===== config.mk =====
export PLATFORM = sky130hd
export DESIGN_NAME = counter_array_control_flags
export DESIGN_NICKNAME = d
export VERILOG_FILES = /design/src/logic/counter_array_pkg.sv /design/src/logic/array_counter.sv /design/src/logic/counter_array_control_flags.sv
export SDC_FILE = /design/constraint.sdc
export NUM_CORES = 1
export LEC_CHECK = 0
export ABC_AREA = 1
export BUFFER_PORTS_ARGS = -buffer_cell sky130_fd_sc_hd__buf_2
export CORE_MARGIN = 2
export CORE_UTILIZATION = 33
export CTS_CLUSTER_SIZE = 28
export DETAILED_ROUTE_END_ITERATION = 16
export PLACE_DENSITY = 0.73
export SYNTH_ARGS = -nofsm -noshare
export SYNTH_HDL_FRONTEND = slang
export SYNTH_SLANG_ARGS = --single-unit

===== constraint.sdc =====
create_clock -name clk_in -period 1.22 [get_ports clk_in]
set_input_delay 0.244 -clock clk_in [delete_from_list [all_inputs] [get_ports clk_in]]
set_output_delay 0.244 -clock clk_in [all_outputs]
set_load 0.03 [all_outputs]

===== src/logic/counter_array_pkg.sv =====
// constants for the counter array control and status register
package counter_array_pkg;
    localparam logic [7:0] CTRL_SFR_ADDR = 8'hD8;
    localparam logic [7:0] CTRL_SFR_PAGE = 8'h00;
    // bit addresses of the register are its byte address plus the bit number
    localparam logic [4:0] CTRL_BIT_BASE = 5'h1B;
    localparam logic [7:0] CTRL_RESET = 8'h00;
    localparam int OVERFLOW_FLAG_POS = 7;
    localparam int RUN_BIT_POS = 6;
    localparam int MODULE5_FLAG_POS = 5;
    localparam int MODULE_COUNT = 6;
    localparam logic [7:0] FLAG_MASK = 8'hBF;
    localparam logic [15:0] COUNTER_MAX = 16'hFFFF;
    localparam logic [15:0] COUNTER_RESET = 16'h0000;
endpackage : counter_array_pkg


===== src/logic/array_counter.sv =====
// shared 16-bit counter/timer of the counter array
`timescale 1ns/1ps
`default_nettype none
module array_counter (
    input wire logic clk_in,
    input wire logic rst_in,
    input wire logic advance_in,
    output logic [15:0] count_out,
    output logic wrap_out
);
    import counter_array_pkg::*;

    // wrap marks the cycle whose advance takes the count from max to zero
    assign wrap_out = advance_in && (count_out == COUNTER_MAX);

    always_ff @(posedge clk_in) begin
        if (rst_in) begin
            count_out <= COUNTER_RESET;
        end else if (advance_in) begin
            count_out <= count_out + 16'h0001;
        end
    end
endmodule : array_counter
`default_nettype wire


===== src/logic/counter_array_control_flags.sv =====
// control and status register of the counter array, with its counter
`timescale 1ns/1ps
`default_nettype none
module counter_array_control_flags (
    input wire logic clk_in,
    input wire logic rst_in,
    input wire logic [7:0] sfr_addr_in,
    input wire logic [7:0] sfr_page_in,
    input wire logic sfr_wr_in,
    input wire logic sfr_rd_in,
    input wire logic [7:0] sfr_wdata_in,
    input wire logic sfr_bit_wr_in,
    input wire logic [7:0] sfr_bit_addr_in,
    input wire logic sfr_bit_val_in,
    output logic [7:0] sfr_rdata_out,
    input wire logic timebase_tick_in,
    input wire logic [5:0] module_event_in,
    input wire logic [5:0] module_irq_enable_in,
    input wire logic overflow_interrupt_enable_in,
    input wire logic watchdog_enable_bit_in,
    output logic [15:0] counter_value_out,
    output logic array_irq_out,
    output logic watchdog_force_reset_out
);
    import counter_array_pkg::*;

    logic [7:0] ctrl;
    logic [7:0] next_ctrl;
    logic [7:0] clear_mask;
    logic page_hit;
    logic byte_wr;
    logic bit_wr;
    logic [2:0] bit_sel;
    logic advance;
    logic wrap;
    logic module5_write_one;

    // ************************************************************
    // register access
    // ************************************************************
    assign page_hit = (sfr_page_in == CTRL_SFR_PAGE);
    assign byte_wr = sfr_wr_in && page_hit && (sfr_addr_in == CTRL_SFR_ADDR);
    assign bit_wr = sfr_bit_wr_in && page_hit && (sfr_bit_addr_in[7:3] == CTRL_BIT_BASE);
    assign bit_sel = sfr_bit_addr_in[2:0];

    // bits that the current access tries to drive to zero
    always_comb begin
        clear_mask = 8'h00;
        if (byte_wr) begin
            clear_mask = ~sfr_wdata_in;
        end
        if (bit_wr && !sfr_bit_val_in) begin
            clear_mask[bit_sel] = 1'b1;
        end
    end

    // a single-bit write leaves the other seven bits alone
    always_comb begin
        next_ctrl = ctrl;
        if (byte_wr) begin
            next_ctrl = sfr_wdata_in;
        end
        if (bit_wr) begin
            next_ctrl[bit_sel] = sfr_bit_val_in;
        end
        // hardware set wins over a clear in the same cycle
        next_ctrl[OVERFLOW_FLAG_POS] = next_ctrl[OVERFLOW_FLAG_POS] | wrap;
        next_ctrl[5:0] = next_ctrl[5:0] | module_event_in;
    end

    // run bit keeps what software wrote, so it reads zero unless set
    always_ff @(posedge clk_in) begin
        if (rst_in) begin
            ctrl <= CTRL_RESET;
        end else begin
            ctrl <= next_ctrl;
        end
    end

    always_ff @(posedge clk_in) begin
        if (rst_in) begin
            sfr_rdata_out <= 8'h00;
        end else if (sfr_rd_in) begin
            if (page_hit && (sfr_addr_in == CTRL_SFR_ADDR)) begin
                sfr_rdata_out <= ctrl;
            end else begin
                sfr_rdata_out <= 8'h00;
            end
        end
    end

    // ************************************************************
    // counter and watchdog effects
    // ************************************************************
    // the watchdog forces the counter on whatever the run bit says
    assign advance = timebase_tick_in
        && (ctrl[RUN_BIT_POS] || watchdog_enable_bit_in);

    array_counter counter_inst (
        .clk_in(clk_in),
        .rst_in(rst_in),
        .advance_in(advance),
        .count_out(counter_value_out),
        .wrap_out(wrap)
    );

    assign module5_write_one = (byte_wr && sfr_wdata_in[MODULE5_FLAG_POS])
        || (bit_wr && (bit_sel == 3'(MODULE5_FLAG_POS)) && sfr_bit_val_in);

    always_ff @(posedge clk_in) begin
        if (rst_in) begin
            watchdog_force_reset_out <= 1'b0;
        end else begin
            watchdog_force_reset_out <= watchdog_enable_bit_in && module5_write_one;
        end
    end

    // level request, combinational from the stored flags and enables
    assign array_irq_out = (ctrl[OVERFLOW_FLAG_POS] && overflow_interrupt_enable_in)
        || |(ctrl[5:0] & module_irq_enable_in);

    // ************************************************************
    // assertions
    // ************************************************************
    property p_overflow_sets;
        @(posedge clk_in) disable iff (rst_in)
        (advance && counter_value_out == COUNTER_MAX)
            |=> (ctrl[OVERFLOW_FLAG_POS] && counter_value_out == COUNTER_RESET);
    endproperty
    a_overflow_sets: assert property (p_overflow_sets)
        else $error("rollover missed overflow flag");

    property p_overflow_irq;
        @(posedge clk_in) disable iff (rst_in)
        $rose(ctrl[OVERFLOW_FLAG_POS]) && overflow_interrupt_enable_in |-> array_irq_out;
    endproperty
    a_overflow_irq: assert property (p_overflow_irq)
        else $error("overflow irq not raised");

    property p_run_counts;
        @(posedge clk_in) disable iff (rst_in)
        ctrl[RUN_BIT_POS] && timebase_tick_in
            |=> counter_value_out == $past(counter_value_out) + 16'h0001;
    endproperty
    a_run_counts: assert property (p_run_counts)
        else $error("running counter did not advance");

    property p_module_flag;
        @(posedge clk_in) disable iff (rst_in)
        module_event_in != 6'h00
            |=> (ctrl[5:0] & $past(module_event_in)) == $past(module_event_in);
    endproperty
    a_module_flag: assert property (p_module_flag)
        else $error("module event lost");

    // ties the event to the request, so it does not restate the irq expression
    property p_module_irq;
        @(posedge clk_in) disable iff (rst_in)
        (module_event_in & module_irq_enable_in) != 6'h00
            |=> array_irq_out || (($past(module_event_in) & module_irq_enable_in) == 6'h00);
    endproperty
    a_module_irq: assert property (p_module_irq)
        else $error("module irq not raised");

    property p_sticky;
        @(posedge clk_in) disable iff (rst_in)
        1'b1 |=> (($past(ctrl) & ~$past(clear_mask) & FLAG_MASK & ~ctrl) == 8'h00);
    endproperty
    a_sticky: assert property (p_sticky)
        else $error("flag cleared without a write");

    property p_bit_isolated;
        @(posedge clk_in) disable iff (rst_in)
        bit_wr && !byte_wr && wrap == 1'b0 && module_event_in == 6'h00
            |=> ((ctrl ^ $past(ctrl)) & ~(8'h01 << $past(bit_sel))) == 8'h00;
    endproperty
    a_bit_isolated: assert property (p_bit_isolated)
        else $error("bit write touched other bits");

    property p_watchdog_reset;
        @(posedge clk_in) disable iff (rst_in)
        watchdog_enable_bit_in && module5_write_one |=> watchdog_force_reset_out;
    endproperty
    a_watchdog_reset: assert property (p_watchdog_reset)
        else $error("watchdog reset not forced");

    property p_watchdog_runs;
        @(posedge clk_in) disable iff (rst_in)
        watchdog_enable_bit_in && timebase_tick_in && !ctrl[RUN_BIT_POS]
            |=> counter_value_out != $past(counter_value_out)
                && (!ctrl[RUN_BIT_POS] || $past(byte_wr || bit_wr));
    endproperty
    a_watchdog_runs: assert property (p_watchdog_runs)
        else $error("watchdog counter stalled");

    property p_stopped_holds;
        @(posedge clk_in) disable iff (rst_in)
        !ctrl[RUN_BIT_POS] && !watchdog_enable_bit_in
            |=> $stable(counter_value_out)
                && !($rose(ctrl[OVERFLOW_FLAG_POS]) && !$past(byte_wr || bit_wr));
    endproperty
    a_stopped_holds: assert property (p_stopped_holds)
        else $error("stopped counter moved");

    property p_read_data;
        @(posedge clk_in) disable iff (rst_in)
        sfr_rd_in && page_hit && sfr_addr_in == CTRL_SFR_ADDR
            |=> sfr_rdata_out == $past(ctrl);
    endproperty
    a_read_data: assert property (p_read_data)
        else $error("register read returned wrong data");

    property p_foreign_write;
        @(posedge clk_in) disable iff (rst_in)
        sfr_wr_in && !byte_wr && !bit_wr && !wrap && module_event_in == 6'h00
            |=> ctrl == $past(ctrl);
    endproperty
    a_foreign_write: assert property (p_foreign_write)
        else $error("write elsewhere changed the register");
endmodule : counter_array_control_flags
`default_nettype wire


==> results.sh, run 1 <==
export IMPL_status="complete, but fails checks"
export IMPL_violations="negative setup slack"
export IMPL_clk_latency_ns=0.28
export IMPL_placed_cells=431
export IMPL_power_density_mw_per_mm2=824
export IMPL_rsz0062_at_grt="true"
export IMPL_synth_top_area_share_pct=37.2
export IMPL_cts_tree="yes"
export IMPL_die_y_um=77.3
export IMPL_ys_warn_count=0
export IMPL_utilization_pct=53.6
export IMPL_end_kind="primary output"
export IMPL_setup_ws_ns=-0.357
export IMPL_gr_total_overflow=0
export IMPL_cts_htree_levels=2
export IMPL_fin_area_mm2=0.00276
export IMPL_worstPathRequired_ns=0.98
export IMPL_cts_path_max_buffers=2
export IMPL_worstSetupPathType="reg2out"
export IMPL_wl_per_cell_um=12.0
export IMPL_leakage_nw=1.30
export IMPL_synth_top_area_cell="dfxtp_1"
export IMPL_floorplan_rows=26
export IMPL_core_mm2=0.00514
export IMPL_arrival_ns=1.33
export IMPL_final_nets=425
export IMPL_n_antenna_cell=0
export IMPL_fin_crit_ns=1.58
export IMPL_start_kind="flip-flop"
export IMPL_setup_viol=8
export IMPL_netlist_instances=264
export IMPL_path_buf_inv=1
export IMPL_dr_total_vias=2117
export IMPL_place_ws_ns=-0.218
export IMPL_timing_hold_ws_ns=0.222
export IMPL_synthTopCellsByArea="dfxtp_1 37%, nand2_1 12%, nor2_1 8.7%, a21oi_1 7.3%, inv_1 6.3%"
export IMPL_synthArstFlopShare_pct=0
export IMPL_synth_area_mm2=0.00177
export IMPL_worstMarginPinSlew_ns=0.284
export IMPL_start_util_pct=34.5
export IMPL_path_max_fanout=2
export IMPL_dr_pass1_iters=4
export IMPL_synth_edf_count=0
export IMPL_hp_class="in2reg"
export IMPL_ios=79
export IMPL_place_area_mm2=0.00249
export IMPL_synth_nets=318
export IMPL_maxSlewViolCount=0
export IMPL_drive_above_1_share_pct=44.4
export IMPL_port_buffers=78
export IMPL_fin_cells=442
export IMPL_grt_pass1_wl_um=8760
export IMPL_ys_ff_latch=33
export IMPL_maxCapViolations=0
export IMPL_die_w_um=77.3
export IMPL_fmax_mhz=634
export IMPL_grt_max_degree=17
export IMPL_postRouteAntennaNets=0
export IMPL_dpl_hpwl_um=4100
export IMPL_max_slew_margin_pct=81.1
export IMPL_gp_congestion=0.858
export IMPL_syn_area_per_cell_um2=6.72
export IMPL_grt_pass1_vias=2004
export IMPL_final_hold_viol_count=0
export IMPL_drc=0
export IMPL_viasPerCell=4.79
export IMPL_critPathSlowestCell="dfxtp_2"
export IMPL_max_stage_delay_ns=0.32
export IMPL_drt_iter0_drc=76
export IMPL_syn_to_final_growth_pct=55.3
export IMPL_cts_made_buffers=5
export IMPL_synth_cell_types=31
export IMPL_critPathTopFamily="compound AO/OA/AOI/OAI gates"
export IMPL_synth_ff_type="dfxtp_1"
export IMPL_vdd_drop_max_mv=0.416
export IMPL_routed_wl_um=5320
export IMPL_antenna_found_initial=0
export IMPL_clk_pin_slew_worst_paths_ns=0.07
export IMPL_track_usage_pct=17.9
export IMPL_clkSinkCount=33
export IMPL_skew_ns=0.00483
export IMPL_clockRootBuffer="clkbuf_8"
export IMPL_finalCritPeriodShare_pct=129
export IMPL_seq_area_frac_synth_pct=37.2
export IMPL_dieArea_mm2=0.00598
export IMPL_path_cells="a22o_1 > a221oi_2 > nand4_1 > buf_6"
[metrics by stage]
| step | setup TNS (ns) | total power [W] |
|---|---|---|
| 2_1_floorplan | -0.118 | 0.00131 |
| 3_3_place_gp | -1.92 | 0.00147 |
| 3_5_place_dp | -2.60 | 0.00148 |
| 4_1_cts | -0.537 | 0.00227 |
| 5_1_grt | -1.45 | 0.00239 |
| 6_report | -0.617 | 0.00227 |
[kinds of logic after synthesis]
family                     after synthesis  share of synthesized area [%]
adders and majority gates                1                          0.705
buffers and inverters                   38                           9.38
AOI/OAI and AO/OA                       52                           15.9
DFF                                     33                           37.2
and+or+nand+nor                        139                           36.2
xor gates and xnor gates                 1                          0.494
[where the power goes]
group | switching [W] | internal (W) | total [W]
Combinational | 0.000201 | 0.000158 | 0.000359
Sequential | 0.0000267 | 0.00110 | 0.00112
Clock | 0.000392 | 0.000395 | 0.000787
Total | 0.000619 | 0.00165 | 0.00227
[final timing paths]
| check | startpoint | end | slack (ns) | cells past startpoint |
|---|---|---|---|---|
| worst max register to register | counter_inst.count_out[0]$_SDFFE_PP0P_ | counter_inst.count_out[10]$_SDFFE_PP0P_ | -0.07 | 5 |
| worst min register to register | counter_inst.count_out[9]$_SDFFE_PP0P_ | counter_inst.count_out[9]$_SDFFE_PP0P_ | 0.45 | 1 |
| worst max-delay path | ctrl[1]$_SDFF_PP0_ | array_irq_out | -0.36 | 4 |
| worst min-delay path | module_event_in[2] | ctrl[2]$_SDFF_PP0_ | 0.22 | 3 |
[layout make-up]
cell class	count	area (um^2)
Clock inverter	2	10.0
Inverter	31	121
Fill cell	515	2380
Sequential cell	33	696
Timing Repair Buffer	107	686
Multi-Input combinational cell	193	1080
Tap cell	70	87.6
Clock buffer	6	72.6
[cell usage after synthesis, types with 2 or more instances]
master / instances
a21oi_1: 26
buf_6: 2
clkbuf_1: 3
dfxtp_1: 33
inv_1: 30
nand2_1: 59
nand3_1: 11
nand4_1: 12
nor2_1: 41
nor2_2: 2
nor2_4: 4
nor3_1: 4
o21ai_0: 18
o21bai_1: 2
[metal layers]
layer | part of all wire [%] | up-vias | GRT usage, %
met5 | 0 | - | 0
met4 | 2.0 | 0 | 7.14
met3 | 5.4 | 9 | 3.65
met2 | 51 | 62 | 30.4
met1 | 41 | 969 | 22.0
li1 | - | 1077 | -
[worst min-delay path, cell delays in order]
cell and delay, ns:
buf_2 0.07, nor2_1 0.03, a21oi_1 0.12
[cells in the final DEF, fill, tap and decap left out, types with 8 or more instances in the layout]
cell	Yosys	routed
buf_2	0	75
dfxtp_1	33	19
a21oi_1	26	22
nand4_1	12	12
buf_4	1	22
o21ai_0	18	13
nand3_1	11	8
nand2_1	59	55
inv_1	30	28
nor2_1	41	36
[sequential cells by signal, summed over array words and instances, names as in the netlist]
register                  flops
counter_inst.count_out       16
ctrl                          8
sfr_rdata_out                 8
watchdog_force_reset_out      1
[timing repair]
| item | CTS | global route |
|---|---|---|
| setup buffers | 0 | 2 |
| setup endpoints to repair | 8 | 17 |
| gates resized for setup | 14 | 30 |
| gates cloned | 0 | 1 |
| pin swaps | 7 | 13 |
| hold buffers | 0 | 0 |
No activity file was read; power rests on OpenSTA's default activity.
==> run 2: changes to the inputs <==
--- a/config.mk
+++ b/config.mk
@@ -12,6 +12,7 @@
 export CTS_CLUSTER_SIZE = 28
 export DETAILED_ROUTE_END_ITERATION = 16
 export PLACE_DENSITY = 0.73
+export SETUP_SLACK_MARGIN = 0.3
 export SYNTH_ARGS = -nofsm -noshare
 export SYNTH_HDL_FRONTEND = slang
 export SYNTH_SLANG_ARGS = --single-unit
==> results.sh, run 2 (same netlist as run 1, synthesis figures left out) <==
export IMPL_arrival_ns=1.29
export IMPL_routed_wl_um=6710
export IMPL_max_slew_margin_pct=78.7
export IMPL_utilization_pct=68.7
export IMPL_largest_reg_flops=16
export IMPL_core_mm2=0.00514
export IMPL_internal_power_w=0.00174
export IMPL_worstPathRequired_ns=0.98
export IMPL_final_nets=450
export IMPL_wl_per_cell_um=14.4
export IMPL_violations="negative setup slack"
export IMPL_dpl_hpwl_um=3820
export IMPL_power_density_mw_per_mm2=691
export IMPL_clk_latency_ns=0.29
export IMPL_drc=0
export IMPL_drive_above_1_share_pct=62.0
export IMPL_die_y_um=77.3
export IMPL_p_switching_w=0.000699
export IMPL_top_regs="counter_inst.count_out (16), ctrl (8), sfr_rdata_out (8)"
export IMPL_skew_ns=0.00271
export IMPL_viasPerCell=4.95
export IMPL_cts_htree_levels=2
export IMPL_end_kind="primary output"
export IMPL_n_antenna_cell=0
export IMPL_track_usage_pct=20.5
export IMPL_port_buffers=78
export IMPL_setup_viol=17
export IMPL_timing_hold_ws_ns=0.203
export IMPL_grt_pass1_vias=2204
export IMPL_gp_congestion=0.837
export IMPL_power_total_w=0.00244
export IMPL_grt_pass1_wl_um=9760
export IMPL_max_stage_delay_ns=0.33
export IMPL_clk_pin_slew_worst_paths_ns=0.07
export IMPL_antenna_found_initial=0
export IMPL_r2r_cells=6
export IMPL_worstMarginPinSlew_ns=0.320
export IMPL_final_hold_viol_count=0
export IMPL_floorplan_rows=26
export IMPL_rsz0062_at_grt="true"
export IMPL_gr_total_overflow=0
export IMPL_clkSinkCount=33
export IMPL_grt_max_degree=21
export IMPL_die_w_um=77.3
export IMPL_combPwrFrac_pct=20.2
export IMPL_fin_crit_ns=1.53
export IMPL_dieArea_mm2=0.00598
export IMPL_postRouteAntennaNets=0
export IMPL_status="complete, but fails checks"
export IMPL_cts_tree="yes"
export IMPL_leakage_nw=1.67
export IMPL_top_register="counter_inst.count_out"
export IMPL_dr_pass1_iters=4
export IMPL_ios=79
export IMPL_p_clk_share_pct=33.7
export IMPL_start_kind="flip-flop"
export IMPL_mostFrequentLayoutCell="buf_6"
export IMPL_worstSetupPathType="reg2out"
export IMPL_cts_made_buffers=5
export IMPL_final_cell_mix="60 x buf_6, 43 x buf_2, 39 x nand2_1"
export IMPL_clockRootBuffer="clkbuf_8"
export IMPL_r2r_start="counter_inst.count_out[0]$_SDFFE_PP0P_"
export IMPL_cts_path_max_buffers=2
export IMPL_start_util_pct=34.5
export IMPL_p_sw_share_pct=28.7
export IMPL_tns_ns=-2.38
export IMPL_dr_total_vias=2313
export IMPL_maxSlewViolCount=0
export IMPL_finalCritPeriodShare_pct=125
export IMPL_cp_endpoint="array_irq_out"
export IMPL_setup_ws_ns=-0.310
export IMPL_place_ws_ns=-0.145
export IMPL_maxCapViolations=0
export IMPL_hp_class="in2reg"
export IMPL_seq_power_share_pct=46.2
export IMPL_r2r_end="counter_inst.count_out[10]$_SDFFE_PP0P_"
export IMPL_path_max_fanout=2
export IMPL_syn_to_final_growth_pct=99.1
export IMPL_critPathSlowestCell="dfxtp_2"
export IMPL_path_cells="a22o_1 > a221oi_2 > nand4_1 > buf_6"
export IMPL_fmax_mhz=654
export IMPL_vdd_drop_max_mv=0.591
export IMPL_rrSetupSlack_ns=-0.25
export IMPL_critPathLaunch="ctrl[1]$_SDFF_PP0_"
export IMPL_drt_iter0_drc=78
## run 2: cell types whose count changed in the layout (fill, tap and decap cells not counted), moves of 10 or more
cell,delta
buf_6,+56
buf_2,-32
nand2_1,-16
dfxtp_1,-13
nand2_4,+10
## run 2: layer usage
layer	share of wire, %	track usage (%)
met5	0	0
met4	2.5	5.54
met3	5.9	5.88
met2	53	37.6
met1	38	23.1
## run 2: worst max-delay path: cells and delay by family (launching register included)
kind,cells,cell delay (ns)
AOI/OAI and AO/OA,2,0.37
and+or+nand+nor,1,0.14
DFF,1,0.33
buffers and inverters,1,0.17
## run 2: layout make-up
type                       instances  area [um^2]
sequential                        33          722
multi-input combinational        194         1330
fill                             405         1610
timing repair buffer             131         1180
tap                               70         87.6
inverter                          31          131
clock buffer                       8         80.1
## run 2: repair_timing
action	in CTS	in global routing
setup buffers	16	9
pin swaps	27	41
gates resized for setup	123	77
gates cloned	2	0
setup endpoints to repair	59	59
hold buffers	0	0
## run 2: how the worst min path moves through the flow
stage | from | endpoint | slack [ns] | cells past startpoint
after floorplan | rst_in | counter_inst.count_out[4]$_SDFFE_PP0P_ | 0.31 | 1
after global placement | counter_inst.count_out[9]$_SDFFE_PP0P_ | counter_inst.count_out[9]$_SDFFE_PP0P_ | 0.44 | 1
after detailed placement | counter_inst.count_out[9]$_SDFFE_PP0P_ | counter_inst.count_out[9]$_SDFFE_PP0P_ | 0.45 | 1
after CTS | module_event_in[5] | ctrl[5]$_SDFF_PP0_ | 0.19 | 3
after global routing | module_event_in[5] | ctrl[5]$_SDFF_PP0_ | 0.22 | 3
final | module_event_in[5] | ctrl[5]$_SDFF_PP0_ | 0.20 | 3
## run 2: power by group through the flow
stage	Sequential, W	Clock [W]	Combinational (W)
2_1_floorplan	0.00117	0	0.000132
3_3_place_gp	0.00114	0	0.000343
3_5_place_dp	0.00114	0	0.000348
4_1_cts	0.00112	0.000829	0.000415
5_1_grt	0.00113	0.000890	0.000530
6_report	0.00113	0.000821	0.000492
## run 2: per-stage QoR
| step | instances | instance area (um^2) |
|---|---|---|
| global placement | 432 | 2520 |
| global route | 467 | 3530 |
| finish | 467 | 3530 |
| floorplan | 264 | 1890 |
| CTS | 458 | 3160 |
| detailed placement | 432 | 2520 |
